--- src/hw/fault_flag_regs.svh ---
/*
  Register offsets, field positions and reset values of the fault event flag bank.
  Assumes inclusion by bare name from the design module and the testbench.
*/
`ifndef FAULT_FLAG_REGS_SVH
`define FAULT_FLAG_REGS_SVH

`define BUCK_FAULT_STATUS_OFS 12'h000
`define BUCK_FAULT_MASK_OFS   12'h004
`define BUCK_FAULT_SENSE_OFS  12'h008
`define MISC_FAULT_STATUS_OFS 12'h00C
`define MISC_FAULT_MASK_OFS   12'h010
`define MISC_FAULT_SENSE_OFS  12'h014

`define BUCK3_BIT   3'd4
`define BUCK2_BIT   3'd3
`define BUCK1B_BIT  3'd1
`define BUCK1A_BIT  3'd0
`define FUSE_ERR_BIT  3'd7
`define FUSE_DONE_BIT 3'd6
`define OVERVOLT_BIT  3'd2
`define BOOST_BIT     3'd0

`define BUCK_USED_BITS 8'h1B
`define MISC_USED_BITS 8'hC5
`define STATUS_RESET   8'h00
`define MASK_RESET     8'hFF

`endif

--- src/hw/fault_flag_pkg.sv ---
/*
  Types shared by the fault event flag bank.
  Assumes the register header is on the include path.
*/
package fault_flag_pkg;
  typedef logic [7:0]  reg8_t;
  typedef logic [31:0] word_t;
  typedef logic [11:0] addr_t;
endpackage : fault_flag_pkg

--- src/hw/fault_event_flag_bank.sv ---
/*
  Fault event flag bank: two groups of sticky status, mask and live sense
  registers behind an APB slave, with an active-low interrupt output.
  Assumes the condition inputs come from analog monitors outside this clock
  domain and are synchronised here; the APB master runs on core_clk_in.
*/
// The APB register port and the register addresses were left to the implementer.
`timescale 1ns/1ps
`include "fault_flag_regs.svh"

module fault_event_flag_bank (
  input  wire logic                 core_clk_in,
  input  wire logic                 rst_in,
  input  wire logic                 psel_in,
  input  wire logic                 penable_in,
  input  wire logic                 pwrite_in,
  input  wire fault_flag_pkg::addr_t paddr_in,
  input  wire fault_flag_pkg::word_t pwdata_in,
  input  wire logic [3:0]           pstrb_in,
  input  wire logic                 buck_three_limit_in,
  input  wire logic                 buck_two_limit_in,
  input  wire logic                 buck_one_phase_b_limit_in,
  input  wire logic                 buck_one_phase_a_limit_in,
  input  wire logic                 fuse_error_in,
  input  wire logic                 fuse_burn_running_in,
  input  wire logic                 frontend_supply_overvoltage_in,
  input  wire logic                 boost_converter_limit_in,
  output fault_flag_pkg::word_t     prdata_out,
  output logic                      pready_out,
  output logic                      pslverr_out,
  output logic                      irq_out_n
);
  import fault_flag_pkg::*;

  // Raw condition vectors laid out at their register bit positions.
  reg8_t buck_raw;
  reg8_t misc_raw;
  reg8_t buck_sync1;
  reg8_t misc_sync1;
  reg8_t buck_sense;
  reg8_t misc_sense;
  reg8_t buck_sense_d;
  reg8_t misc_sense_d;
  reg8_t buck_fault_status;
  reg8_t buck_fault_mask;
  reg8_t misc_fault_status;
  reg8_t misc_fault_mask;
  reg8_t buck_set;
  reg8_t misc_set;
  reg8_t buck_clr;
  reg8_t misc_clr;
  reg8_t next_buck_status;
  reg8_t next_misc_status;
  logic  sense_primed;
  logic  access;
  logic  wr_lane0;

  // Returns one when the address names a mapped register.
  function automatic logic is_mapped(input addr_t a);
    if (a == `BUCK_FAULT_STATUS_OFS || a == `BUCK_FAULT_MASK_OFS || a == `BUCK_FAULT_SENSE_OFS) begin
      return 1'b1;
    end else if (a == `MISC_FAULT_STATUS_OFS || a == `MISC_FAULT_MASK_OFS || a == `MISC_FAULT_SENSE_OFS) begin
      return 1'b1;
    end else begin
      return 1'b0;
    end
  endfunction : is_mapped

  // Places each monitored condition at its documented bit.
  always_comb begin
    buck_raw = 8'h00;
    misc_raw = 8'h00;
    buck_raw[`BUCK3_BIT]     = buck_three_limit_in;
    buck_raw[`BUCK2_BIT]     = buck_two_limit_in;
    buck_raw[`BUCK1B_BIT]    = buck_one_phase_b_limit_in;
    buck_raw[`BUCK1A_BIT]    = buck_one_phase_a_limit_in;
    misc_raw[`FUSE_ERR_BIT]  = fuse_error_in;
    misc_raw[`FUSE_DONE_BIT] = fuse_burn_running_in;
    misc_raw[`OVERVOLT_BIT]  = frontend_supply_overvoltage_in;
    misc_raw[`BOOST_BIT]     = boost_converter_limit_in;
  end

  // Two-stage synchronisers; reset is not applied so that the sense registers
  // show the real regulator state straight after reset.
  // live sense path
  always_ff @(posedge core_clk_in) begin
    buck_sync1 <= buck_raw;
    misc_sync1 <= misc_raw;
    buck_sense <= buck_sync1;
    misc_sense <= misc_sync1;
  end

  // Previous sense values, for edge detection of the fuse burn end.
  always_ff @(posedge core_clk_in) begin
    if (rst_in) begin
      buck_sense_d <= 8'h00;
      misc_sense_d <= 8'h00;
      sense_primed <= 1'b0;
    end else begin
      buck_sense_d <= buck_sense;
      misc_sense_d <= misc_sense;
      sense_primed <= 1'b1;
    end
  end

  assign access   = psel_in & penable_in & pready_out;
  assign wr_lane0 = access & pwrite_in & pstrb_in[0];

  // Flag set terms: level conditions set while active, fuse done on the fall
  // of the running indication.
  always_comb begin
    buck_set = buck_sense & `BUCK_USED_BITS;
    misc_set = misc_sense & `MISC_USED_BITS;
    misc_set[`FUSE_DONE_BIT] = sense_primed & misc_sense_d[`FUSE_DONE_BIT] & ~misc_sense[`FUSE_DONE_BIT];
    buck_clr = (wr_lane0 && paddr_in == `BUCK_FAULT_STATUS_OFS) ? pwdata_in[7:0] : 8'h00;
    misc_clr = (wr_lane0 && paddr_in == `MISC_FAULT_STATUS_OFS) ? pwdata_in[7:0] : 8'h00;
    next_buck_status = ((buck_fault_status & ~buck_clr) | buck_set) & `BUCK_USED_BITS;
    next_misc_status = ((misc_fault_status & ~misc_clr) | misc_set) & `MISC_USED_BITS;
  end

  // Sticky status flags.
  always_ff @(posedge core_clk_in) begin
    if (rst_in) begin
      buck_fault_status <= `STATUS_RESET;
      misc_fault_status <= `STATUS_RESET;
    end else begin
      buck_fault_status <= next_buck_status;
      misc_fault_status <= next_misc_status;
    end
  end

  // Mask registers; all masked after reset so nothing interrupts until enabled.
  // buck mask layout
  always_ff @(posedge core_clk_in) begin
    if (rst_in) begin
      buck_fault_mask <= `MASK_RESET & `BUCK_USED_BITS;
      misc_fault_mask <= `MASK_RESET & `MISC_USED_BITS;
    end else if (wr_lane0 && paddr_in == `BUCK_FAULT_MASK_OFS) begin
      buck_fault_mask <= pwdata_in[7:0] & `BUCK_USED_BITS;
    end else if (wr_lane0 && paddr_in == `MISC_FAULT_MASK_OFS) begin
      misc_fault_mask <= pwdata_in[7:0] & `MISC_USED_BITS;
    end
  end

  // Interrupt from registered flags and masks, one cycle behind them.
  // mask gating
  always_ff @(posedge core_clk_in) begin
    if (rst_in) begin
      irq_out_n <= 1'b1;
    end else begin
      irq_out_n <= ~(|(buck_fault_status & ~buck_fault_mask) | |(misc_fault_status & ~misc_fault_mask));
    end
  end

  // APB slave: one wait state, pready pulses in the second access cycle.
  always_ff @(posedge core_clk_in) begin
    if (rst_in) begin
      pready_out <= 1'b0;
    end else begin
      pready_out <= psel_in & penable_in & ~pready_out;
    end
  end

  // Read data and error; sense reads are read-only and writes to them are dropped.
  // buck sense bits
  always_ff @(posedge core_clk_in) begin
    if (rst_in) begin
      prdata_out  <= 32'h0000_0000;
      pslverr_out <= 1'b0;
    end else if (psel_in & penable_in & ~pready_out) begin
      pslverr_out <= ~is_mapped(paddr_in);
      if (pwrite_in) begin
        prdata_out <= 32'h0000_0000;
      end else if (paddr_in == `BUCK_FAULT_STATUS_OFS) begin
        prdata_out <= {24'h00_0000, buck_fault_status};
      end else if (paddr_in == `BUCK_FAULT_MASK_OFS) begin
        prdata_out <= {24'h00_0000, buck_fault_mask};
      end else if (paddr_in == `BUCK_FAULT_SENSE_OFS) begin
        prdata_out <= {24'h00_0000, buck_sense & `BUCK_USED_BITS};
      end else if (paddr_in == `MISC_FAULT_STATUS_OFS) begin
        prdata_out <= {24'h00_0000, misc_fault_status};
      end else if (paddr_in == `MISC_FAULT_MASK_OFS) begin
        prdata_out <= {24'h00_0000, misc_fault_mask};
      end else if (paddr_in == `MISC_FAULT_SENSE_OFS) begin
        prdata_out <= {24'h00_0000, misc_sense & `MISC_USED_BITS};
      end else begin
        prdata_out <= 32'h0000_0000;
      end
    end else begin
      prdata_out  <= 32'h0000_0000;
      pslverr_out <= 1'b0;
    end
  end

  // A set flag stays until a write of one to it.
  sticky_hold_a: assert property (@(posedge core_clk_in) disable iff (rst_in)
    (buck_fault_status[`BUCK3_BIT] && !(wr_lane0 && paddr_in == `BUCK_FAULT_STATUS_OFS))
    |=> buck_fault_status[`BUCK3_BIT])
    else $error("buck three flag dropped without clear");

  // Second buck current limit seen by the sense stage sets its flag next edge.
  buck_two_set_a: assert property (@(posedge core_clk_in) disable iff (rst_in)
    buck_sense[`BUCK2_BIT] |=> buck_fault_status[`BUCK2_BIT])
    else $error("buck two flag not set");

  // Phase B current limit sets its flag next edge.
  phase_b_set_a: assert property (@(posedge core_clk_in) disable iff (rst_in)
    buck_sense[`BUCK1B_BIT] |=> buck_fault_status[`BUCK1B_BIT])
    else $error("phase B flag not set");

  // Phase A current limit sets its flag next edge.
  phase_a_set_a: assert property (@(posedge core_clk_in) disable iff (rst_in)
    buck_sense[`BUCK1A_BIT] |=> buck_fault_status[`BUCK1A_BIT])
    else $error("phase A flag not set");

  // Boost current limit sets its flag next edge.
  boost_set_a: assert property (@(posedge core_clk_in) disable iff (rst_in)
    misc_sense[`BOOST_BIT] |=> misc_fault_status[`BOOST_BIT])
    else $error("boost flag not set");

  // The end of fuse burning, not its level, sets the completion flag.
  burn_done_a: assert property (@(posedge core_clk_in) disable iff (rst_in)
    (sense_primed && $fell(misc_sense[`FUSE_DONE_BIT])) |=> misc_fault_status[`FUSE_DONE_BIT])
    else $error("burn done flag not set");

  // An unmasked misc flag pulls the interrupt low one edge later.
  irq_level_a: assert property (@(posedge core_clk_in) disable iff (rst_in)
    (|(misc_fault_status & ~misc_fault_mask)) |=> !irq_out_n)
    else $error("interrupt not asserted for unmasked flag");

  // With every set flag masked the interrupt stays released.
  irq_masked_a: assert property (@(posedge core_clk_in) disable iff (rst_in)
    ((buck_fault_status & ~buck_fault_mask) == 8'h00 && (misc_fault_status & ~misc_fault_mask) == 8'h00)
    |=> irq_out_n)
    else $error("interrupt asserted with all flags masked");

  // Bit positions without a condition never hold a one.
  unused_zero_a: assert property (@(posedge core_clk_in) disable iff (rst_in)
    (buck_fault_status & ~`BUCK_USED_BITS) == 8'h00 && (misc_fault_mask & ~`MISC_USED_BITS) == 8'h00)
    else $error("unused bit set");

  // Every access gets exactly one wait state and a one-cycle ready.
  ready_pulse_a: assert property (@(posedge core_clk_in) disable iff (rst_in)
    (psel_in && penable_in && !pready_out) |=> pready_out ##1 !pready_out)
    else $error("pready not a single pulse");

  // Flag setting and clearing checked against the sense stage; the read-back path against the raw pins.
  // Third buck current limit seen by the sense stage sets its flag next edge.
  buck_three_set_a: assert property (@(posedge core_clk_in) disable iff (rst_in)
    buck_sense[`BUCK3_BIT] |=> buck_fault_status[`BUCK3_BIT])
    else $error("buck three flag not set");

  // A fuse memory error sets its flag next edge.
  fuse_err_set_a: assert property (@(posedge core_clk_in) disable iff (rst_in)
    misc_sense[`FUSE_ERR_BIT] |=> misc_fault_status[`FUSE_ERR_BIT])
    else $error("fuse error flag not set");

  // Front-end supply overvoltage sets its flag next edge.
  overvolt_set_a: assert property (@(posedge core_clk_in) disable iff (rst_in)
    misc_sense[`OVERVOLT_BIT] |=> misc_fault_status[`OVERVOLT_BIT])
    else $error("overvoltage flag not set");

  // While burning still runs the completion flag must not appear.
  burn_no_level_a: assert property (@(posedge core_clk_in) disable iff (rst_in)
    (misc_sense[`FUSE_DONE_BIT] && !misc_fault_status[`FUSE_DONE_BIT]) |=> !misc_fault_status[`FUSE_DONE_BIT])
    else $error("burn done flag set while burning");

  // Writing one to a flag whose condition is gone clears it.
  clear_one_a: assert property (@(posedge core_clk_in) disable iff (rst_in)
    (wr_lane0 && paddr_in == `BUCK_FAULT_STATUS_OFS && pwdata_in[`BUCK2_BIT] && !buck_sense[`BUCK2_BIT])
    |=> !buck_fault_status[`BUCK2_BIT])
    else $error("buck two flag not cleared by one");

  // An unmasked buck flag pulls the interrupt low one edge later.
  irq_buck_a: assert property (@(posedge core_clk_in) disable iff (rst_in)
    (|(buck_fault_status & ~buck_fault_mask)) |=> !irq_out_n)
    else $error("interrupt not asserted for unmasked buck flag");

  // Reset releases the interrupt and idles the bus outputs.
  irq_reset_a: assert property (@(posedge core_clk_in)
    rst_in |=> (irq_out_n && !pready_out && !pslverr_out))
    else $error("outputs not idle after reset");

  // The buck mask changes only on a strobed write to its offset.
  mask_hold_a: assert property (@(posedge core_clk_in) disable iff (rst_in)
    !(wr_lane0 && paddr_in == `BUCK_FAULT_MASK_OFS) |=> $stable(buck_fault_mask))
    else $error("buck mask changed without write");

  // A write without lane zero strobe leaves the misc mask alone.
  unstrobed_drop_a: assert property (@(posedge core_clk_in) disable iff (rst_in)
    (access && pwrite_in && !pstrb_in[0] && paddr_in == `MISC_FAULT_MASK_OFS)
    |=> $stable(misc_fault_mask))
    else $error("unstrobed write changed misc mask");

  // Buck sense read returns the pins as they stood three edges before the data.
  buck_sense_read_a: assert property (@(posedge core_clk_in) disable iff (rst_in)
    (psel_in && penable_in && !pready_out && !pwrite_in && paddr_in == `BUCK_FAULT_SENSE_OFS)
    |=> (prdata_out[`BUCK3_BIT] == $past(buck_three_limit_in, 3) && prdata_out[`BUCK2_BIT] == $past(buck_two_limit_in, 3)
    && prdata_out[`BUCK1B_BIT] == $past(buck_one_phase_b_limit_in, 3)
    && prdata_out[`BUCK1A_BIT] == $past(buck_one_phase_a_limit_in, 3)))
    else $error("buck sense read mismatch");

  // Misc sense bit 6 reads the running indication of fuse burning.
  burn_sense_read_a: assert property (@(posedge core_clk_in) disable iff (rst_in)
    (psel_in && penable_in && !pready_out && !pwrite_in && paddr_in == `MISC_FAULT_SENSE_OFS)
    |=> prdata_out[`FUSE_DONE_BIT] == $past(fuse_burn_running_in, 3))
    else $error("burn running sense mismatch");

  // Misc sense bit 7 reads the fuse error condition.
  fuse_err_read_a: assert property (@(posedge core_clk_in) disable iff (rst_in)
    (psel_in && penable_in && !pready_out && !pwrite_in && paddr_in == `MISC_FAULT_SENSE_OFS)
    |=> prdata_out[`FUSE_ERR_BIT] == $past(fuse_error_in, 3))
    else $error("fuse error sense mismatch");

  // Misc sense bits 0 and 2 read boost limit and overvoltage.
  misc_sense_read_a: assert property (@(posedge core_clk_in) disable iff (rst_in)
    (psel_in && penable_in && !pready_out && !pwrite_in && paddr_in == `MISC_FAULT_SENSE_OFS)
    |=> (prdata_out[`BOOST_BIT] == $past(boost_converter_limit_in, 3)
    && prdata_out[`OVERVOLT_BIT] == $past(frontend_supply_overvoltage_in, 3)))
    else $error("boost or overvoltage sense mismatch");

  // Registers are eight bits wide; the upper read lanes are always zero.
  read_upper_zero_a: assert property (@(posedge core_clk_in) disable iff (rst_in)
    pready_out |-> prdata_out[31:8] == 24'h00_0000)
    else $error("upper read data not zero");

  // An error response is only given together with ready.
  err_with_ready_a: assert property (@(posedge core_clk_in) disable iff (rst_in)
    pslverr_out |-> pready_out)
    else $error("slave error without ready");

  // Main scenarios the tests should reach.
  clear_cov: cover property (@(posedge core_clk_in) disable iff (rst_in)
    $fell(buck_fault_status[`BUCK2_BIT]));
  irq_cov: cover property (@(posedge core_clk_in) disable iff (rst_in) $fell(irq_out_n));
  burn_cov: cover property (@(posedge core_clk_in) disable iff (rst_in)
    $rose(misc_fault_status[`FUSE_DONE_BIT]));
  release_cov: cover property (@(posedge core_clk_in) disable iff (rst_in)
    $rose(irq_out_n));
  err_cov: cover property (@(posedge core_clk_in) disable iff (rst_in)
    pslverr_out);

endmodule : fault_event_flag_bank

--- config.mk ---
export PLATFORM = sky130hd
export DESIGN_NAME = fault_event_flag_bank
export DESIGN_NICKNAME = d
export VERILOG_FILES = /design/src/hw/fault_flag_pkg.sv /design/src/hw/fault_event_flag_bank.sv
export VERILOG_INCLUDE_DIRS = /design/src /design/src/hw
export SDC_FILE = /design/constraint.sdc
export NUM_CORES = 1
export LEC_CHECK = 0
export BUFFER_PORTS_ARGS = -buffer_cell sky130_fd_sc_hd__buf_4
export CAP_MARGIN = 20
export CORE_AREA = 2 2 91 93
export CTS_CLUSTER_SIZE = 12
export DETAILED_ROUTE_END_ITERATION = 16
export DIE_AREA = 0 0 93 95
export SLEW_MARGIN = 25
export SYNTH_ARGS = -nofsm -noshare
export SYNTH_HDL_FRONTEND = slang
export SYNTH_SLANG_ARGS = --single-unit
--- constraint.sdc ---
create_clock -name core_clk_in -period 2.3 [get_ports core_clk_in]
set_clock_uncertainty 0.15 [all_clocks]
set_input_delay 0.46 -clock core_clk_in [delete_from_list [all_inputs] [get_ports core_clk_in]]
set_output_delay 0.46 -clock core_clk_in [all_outputs]
set_load 0.02 [all_outputs]
* Word level (Yosys, flattened, before mapping) *
Cells that the tools add are included.

cells by class
  bitwise logic cells = 24
  muxes and demuxes = 13
  reductions and logical operators = 15
  equality and inequality tests = 5

operators by type and width
  kind                                                                    number
  8-bit two-way mux                                                       7
  12-bit by 4-bit equality test with 1-bit output, second input constant  2
  12-bit by 5-bit equality test with 1-bit output, second input constant  2
  8-bit OR reduction                                                      3
  8-bit AND                                                               2
  8-bit inverter                                                          2
  12-bit by 3-bit equality test with 1-bit output, second input constant  1
  12-bit logical NOT                                                      1
  5-bit by 8-bit AND with 8-bit output                                    1
  5-bit inverter with 8-bit output                                        1
  8-bit bitwise OR                                                        1
  1-bit AND                                                               7
  1-bit inverter                                                          6
  5-bit AND                                                               1
  1-bit two-way mux                                                       5
  5-bit two-way mux                                                       1
  5-bit inverter                                                          1
  5-bit bitwise OR                                                        1
  1-bit logical AND                                                       4
  1-bit logical OR                                                        4
  3-bit OR reduction                                                      1
  2-bit AND reduction                                                     1
  2-bit OR reduction                                                      1
  1-bit bitwise OR                                                        1

word-level totals
  register bits = 75
  output and inout bits = 35
  word-level logic and storage cells = 73
  bits of input ports = 61

* Depth between registers and ports, before layout *
Gate-level depths: netlist of the first run.

  depth after elaboration = 9
  depth in mapped cells = 5
  depth with buffers taken out = 4

* Least setup slack after synthesis of the first run *
No wires, ideal clock.

  path kind = in2reg
  from = in paddr_in[7]
  to = reg misc_fault_mask[2]
  path buffers = 1
  required time = 2028 ps
  path slack = 201 ps
  arrival = 1826 ps
  stages = 5
  cell sequence = or4_4 > nor4_4 > buf_6 > a21boi_1 > a311o_1

on the way
  longest elaborated chain between the ends = 4

ends and longest elaborated chain
  what                                                       RTL line                      source
  start: declaration                                         fault_event_flag_bank.sv:17   input wire fault_flag_pkg::addr_t paddr_in,
  12-bit by 3-bit equality test with 1-bit output (no line)  --
  1-bit logical AND (no line)                                --
  1-bit inverter (no line)                                   --
  2-bit AND reduction (no line) (*)                          --
  end signal: assignment                                     fault_event_flag_bank.sv:137  misc_fault_mask <= `MASK_RESET & `MISC_USED_BITS;
  end signal: assignment                                     fault_event_flag_bank.sv:141  misc_fault_mask <= pwdata_in[7:0] & `MISC_USED_BITS;
  end: declaration                                           fault_event_flag_bank.sv:47   reg8_t misc_fault_mask;

Every way passes the cells marked *; elsewhere a longest branch is shown, timed or not.
A chain may end at the register's enable or synchronous reset.

* Final worst setup path of the first run *
  from = in paddr_in[7]
  to = reg buck_fault_status[0]

on the way
  longest elaborated chain between the ends = 6

ends and longest elaborated chain
  what                          RTL line                      source
  12-bit logical NOT (no line)  --
  1-bit logical AND (no line)   --
  5-bit two-way mux             fault_event_flag_bank.sv:115  buck_clr = (wr_lane0 && paddr_in == `BUCK_FAULT_STATUS_OFS) ? pwdata_in[7:0] : 8'h00;
  5-bit inverter                fault_event_flag_bank.sv:117  next_buck_status = ((buck_fault_status & ~buck_clr) | buck_set) & `BUCK_USED_BITS;
  5-bit AND                     fault_event_flag_bank.sv:117
  5-bit bitwise OR              fault_event_flag_bank.sv:117
  end signal: assignment        fault_event_flag_bank.sv:124  buck_fault_status <= `STATUS_RESET;
  end signal: assignment        fault_event_flag_bank.sv:127  buck_fault_status <= next_buck_status;
  end: declaration              fault_event_flag_bank.sv:44   reg8_t buck_fault_status;

Every way passes these cells.

==> results of run 1 <==
[cell usage in the layout, fill, tap and decap left out, types with 3 or more instances in the layout]
cell type / instances
mux2i_1: 9
dfxtp_1: 44
a311o_1: 4
buf_4: 48
a311oi_1: 7
conb_1: 25
nor3_1: 3
clkbuf_8: 5
o22ai_1: 4
nor2_1: 26
nand2_1: 6
inv_1: 14
mux2_2: 3
a31oi_1: 4
nor2b_1: 6
a22oi_1: 4
a21boi_1: 3
[power by group through the flow]
stage	Combinational (uW)	Clock [uW]	Sequential, uW
2_1_floorplan	121	0	820
3_3_place_gp	149	0	821
3_5_place_dp	150	0	822
4_1_cts	150	568	804
5_1_grt	167	589	807
6_report	150	547	804
[metal layers]
layer	GRT usage [%]	wire length (um)	up-vias
li1	-	-	696
met1	10.9	1730	601
met2	14.1	1710	54
met3	3.51	295	6
met4	3.31	60	0
met5	0	0	-
[layout make-up]
| type | instances | area share [%] |
|---|---|---|
| Multi-Input combinational cell | 124 | 33.5 |
| Clock inverter | 1 | 1.31 |
| Timing Repair Buffer | 48 | 15.7 |
| Clock buffer | 5 | 3.00 |
| Inverter | 14 | 2.29 |
| Tap cell | 105 | 5.73 |
| Sequential cell | 44 | 38.4 |
[cells by family (layout without fill, tap and decap cells)]
family	Yosys count	after routing	synth area share, %
buf+inv	46	68	15.2
other cells	1	25	0.204
flops	44	44	47.9
mux	12	12	6.74
simple gates	55	55	16.7
compound gates	32	32	13.2
[through the flow]
step / hold slack [ns] / setup WS [ns]
6_report: 0.113 / 0.268
3_5_place_dp: 0.162 / -0.0424
4_1_cts: 0.106 / 0.264
5_1_grt: 0.0987 / 0.219
2_1_floorplan: 0.160 / 0.201
3_3_place_gp: 0.163 / -0.0377
[how the worst min path moves through the flow]
stage                              startpoint       endpoint  slack, ns
after floorplan                 buck_sync1[0]  buck_sense[0]       0.16
after global placement          buck_sync1[4]  buck_sense[4]       0.16
after detailed placement        buck_sync1[4]  buck_sense[4]       0.16
after CTS                 buck_three_limit_in  buck_sync1[4]       0.11
after global routing      buck_three_limit_in  buck_sync1[4]        0.1
final                     buck_three_limit_in  buck_sync1[4]       0.11
==> out/qor.yml, run 1 <==
hold_viol_final: 0
grt_overflow: 0
crit_arrival_ns: 2.04
start_util_pct: 23.2
clockPowerShare_pct: 36.4
criticalPathCategory: "in -> reg"
cp_slowest_stage_delay_ns: 0.58
rr_startpoint: "pready_out"
dpl.cell_count: 335
netlist_instances: 190
path_cells: "buf_4 -> or4_4 -> or4_1 -> nor2_2 -> a311oi_1"
top_register: "prdata_out"
largest_reg_flops: 7
ys_top_cells_by_area: "dfxtp_1 48%, buf_4 11%, nor2_1 5.3%, mux2i_1 4.9%, a311oi_1 3.3%"
rsz0062_at_grt: "false"
maxCapViolations: 0
critical-path-top-delay-family: "simple AND/OR/NAND/NOR gates"
dr.pass1.iters: 4
post-route-period-util_pct: 88.4
regArea_um2: 881
path_buf_inv: 1
synth-main-ff-cell: "dfxtp_1"
ys_async_sr_fraction_pct: 0
leakagePower_uw: 0.000975
drt_iter0_drc: 68
port_buffers: 42
die_y_um: 95
synth_commonest_cells: "44 x dfxtp_1, 26 x buf_4, 26 x nor2_1"
crit_start: "paddr_in[7]"
final_area_um2: 2290
postRouteWirelength_mm: 3.79
drc_errors: 0
synth_edf_count: 0
setup_tns_ns: 0
crit_path_top_delay_cell: "or4_4"
wire_per_inst_um: 11.1
syn-mean-instance-area_um2: 9.67
area_delta_synth_final_pct: 24.7
synth_most_common_cell: "dfxtp_1"
power.switching_uw: 338
power.switching_fraction_pct: 22.5
path_clk_slew_ns: 0.08
yosysUniqueCellTypes: 35
min_path_type: "in -> reg"
worst_ep_required_time_ns: 2.31
vias: 1357
crit_fanout: 4
seqPwrFrac_pct: 53.6
internal-power_uw: 1160
r2r_slack_ns: 0.75
critical_path_depth: 5
grt_antenna_before_repair: 0
drive_above_1_share_pct: 26.3
post-cts-setup-buffers: 0
htreeDepth: 2
grt_pass1_wl_mm: 6.07
placeableCoreArea_um2: 7930
clock_sinks: 44
ys_seq_area_share_pct: 47.9
final_util_pct: 28.9
cts-root-buf: "clkbuf_8"
fp.dieArea_um2: 8840
p_comb_share_pct: 10.0
power.density_nw_per_um2: 655
power_uw: 1500
crit_path_end_kind: "register"
ctsHoldBuffers: 0
grt_usage_pct: 8.90
ys_seq_elements: 44
place.gp.congestion: 0.796
setup_viol: 0
max_freq_mhz: 492
ir_drop_v: 0.000249
fp-row-count: 33
status: "complete, no violations"
min_period_ns: 2.03
n_fill_cell: 845
insertion_delay_ns: 0.29
setup.worst_path.start_class: "input pin"
yosys.area.top_type: "dfxtp_1"
viasPerCell: 3.98
grt_max_degree: 24
r2r_end: "misc_fault_mask[0]"
die_width_um: 93
syn_area_um2: 1840
dp_hpwl_mm: 2.93
r2r_cells: 5
stdcell_count: 341
grt_pass1_vias: 1312
crit_end: "buck_fault_status[0]"
layout.nets: 298
clockBufferDepth: 2
place_area_um2: 2190
diodes: 0
multiInputGateArea_um2: 768
synth_top_area_share_pct: 47.9
cts_buffers: 5
cts.repair.resized: 0
io_pins: 96
drtAntennaViolNets: 0
whs_path_depth: 1
cts_tree: "built"
report.final.slew_viol_count: 0
synth_warnings: 0
(Power assumes the default switching activity.)
==> run 2: changes to the inputs <==
--- a/config.mk
+++ b/config.mk
@@ -8,10 +8,11 @@
 export LEC_CHECK = 0
 export BUFFER_PORTS_ARGS = -buffer_cell sky130_fd_sc_hd__buf_4
 export CAP_MARGIN = 20
-export CORE_AREA = 2 2 91 93
+export CORE_AREA = 2 2 68 70
 export CTS_CLUSTER_SIZE = 12
 export DETAILED_ROUTE_END_ITERATION = 16
-export DIE_AREA = 0 0 93 95
+export DIE_AREA = 0 0 70 72
+export PLACE_DENSITY = 0.86
 export SLEW_MARGIN = 25
 export SYNTH_ARGS = -nofsm -noshare
 export SYNTH_HDL_FRONTEND = slang
==> run 2 against run 1 <==
Net effect: sequential share of layout area increased by 1.1 points; global-route usage increased by 5.5 points; combinational power about the same; fmax increased by 0.26%; register-to-register slack about the same; die area decreased by 43%; total power increased by 1.2%; highest routed layer unchanged.
==> out/qor.yml, run 2 (synthesized netlist as in run 1, its figures left out) <==
status: "complete, no violations"
largest_reg_flops: 7
worst_ep_required_time_ns: 2.37
area_delta_synth_final_pct: 21.2
place_area_um2: 2120
hold_viol_final: 0
grt_pass1_vias: 1212
clock_sinks: 44
placeableCoreArea_um2: 4260
post-route-period-util_pct: 88.1
criticalPathCategory: "in -> reg"
diodes: 0
viasPerCell: 4.80
dr.pass1.iters: 5
maxCapViolations: 0
vias: 1387
clockBufferDepth: 2
postRouteWirelength_mm: 3.53
wire_per_inst_um: 12.2
rsz0062_at_grt: "false"
top_register: "prdata_out"
layout.nets: 297
final_common_cell: "buf_4"
fp-row-count: 24
crit_arrival_ns: 2.10
htreeDepth: 2
post-cts-setup-buffers: 0
dp_slack_ns: -0.0204
final_util_pct: 52.2
cts_tree: "built"
cts_buffers: 5
report.final.slew_viol_count: 0
path_clk_slew_ns: 0.08
start_util_pct: 43.1
port_buffers: 42
whs_path_depth: 1
io_pins: 96
min_path_type: "in -> reg"
drt_iter0_drc: 67
drive_above_1_share_pct: 26.2
mostFrequentLayoutCells: "47 x buf_4, 44 x dfxtp_1, 26 x nor2_1"
power.density_nw_per_um2: 682
leakagePower_uw: 0.000975
n_fill_cell: 389
multiInputGateArea_um2: 768
r2r_cells: 5
die_y_um: 72
grt_pass1_wl_mm: 5.60
dpl.cell_count: 281
max_freq_mhz: 493
setup_ws_ns: 0.273
grt_max_degree: 24
die_width_um: 70
stdcell_count: 289
crit_path_end_kind: "register"
min_period_ns: 2.03
grt_usage_pct: 14.4
place.gp.congestion: 0.768
final_area_um2: 2230
drtAntennaViolNets: 0
setup.worst_path.start_class: "input pin"
dp_hpwl_mm: 2.61
crit_fanout: 4
regArea_um2: 881
drc_errors: 0
ctsHoldBuffers: 0
ir_drop_v: 0.000354
grt_overflow: 0
fp.dieArea_um2: 5040
cts.repair.resized: 0
r2r_slack_ns: 0.74
cts-root-buf: "clkbuf_8"
setup_viol: 0
grt_antenna_before_repair: 0
insertion_delay_ns: 0.29
## run 2: final cells by class
type / instances / area share [%]
multi-input combinational: 124 / 34.5
clock inverter: 2 / 1.57
tap: 52 / 2.92
timing repair buffer: 47 / 15.8
inverter: 14 / 2.36
sequential: 44 / 39.6
clock buffer: 6 / 3.26
## run 2: final timing paths
| kind | from | end |
|---|---|---|
| worst max-delay path | paddr_in[7] | buck_fault_mask[1] |
| worst min register to register | buck_sync1[0] | buck_sense[0] |
| worst min-delay path | buck_three_limit_in | buck_sync1[4] |
| worst max register to register | pready_out | misc_fault_mask[0] |
## run 2: report_power, final
part / total (uW) / switching, uW / internal [uW] / leakage (uW)
Clock: 565 / 243 / 322 / 0.0000552
Combinational: 150 / 87.7 / 62.4 / 0.000555
Sequential: 805 / 15.5 / 789 / 0.000364
Total: 1520 / 346 / 1170 / 0.000975
## run 2: metal layers
layer  share of wire (%)  vias to the layer above  global-route usage [%]
met5                   0                        -                       0
met4                 1.8                        0                    6.41
met3                  11                        6                    6.53
met2                  46                       69                    22.1
met1                  42                      619                    17.6
li1                    -                      693                       -
## run 2: metrics by stage
stage	TNS [ns]	hold slack [ns]	power, uW
CTS	0	0.0996	1540
global route	0	0.0924	1590
floorplan	0	0.160	940
global placement	0	0.162	967
detailed placement	-0.0750	0.162	971
finish	0	0.112	1520
## run 2: critical path: stages
cell     delay (ns)
buf_4          0.10
or4_4          0.58
nor4_4         0.31
and4_1         0.42
mux2i_1        0.22
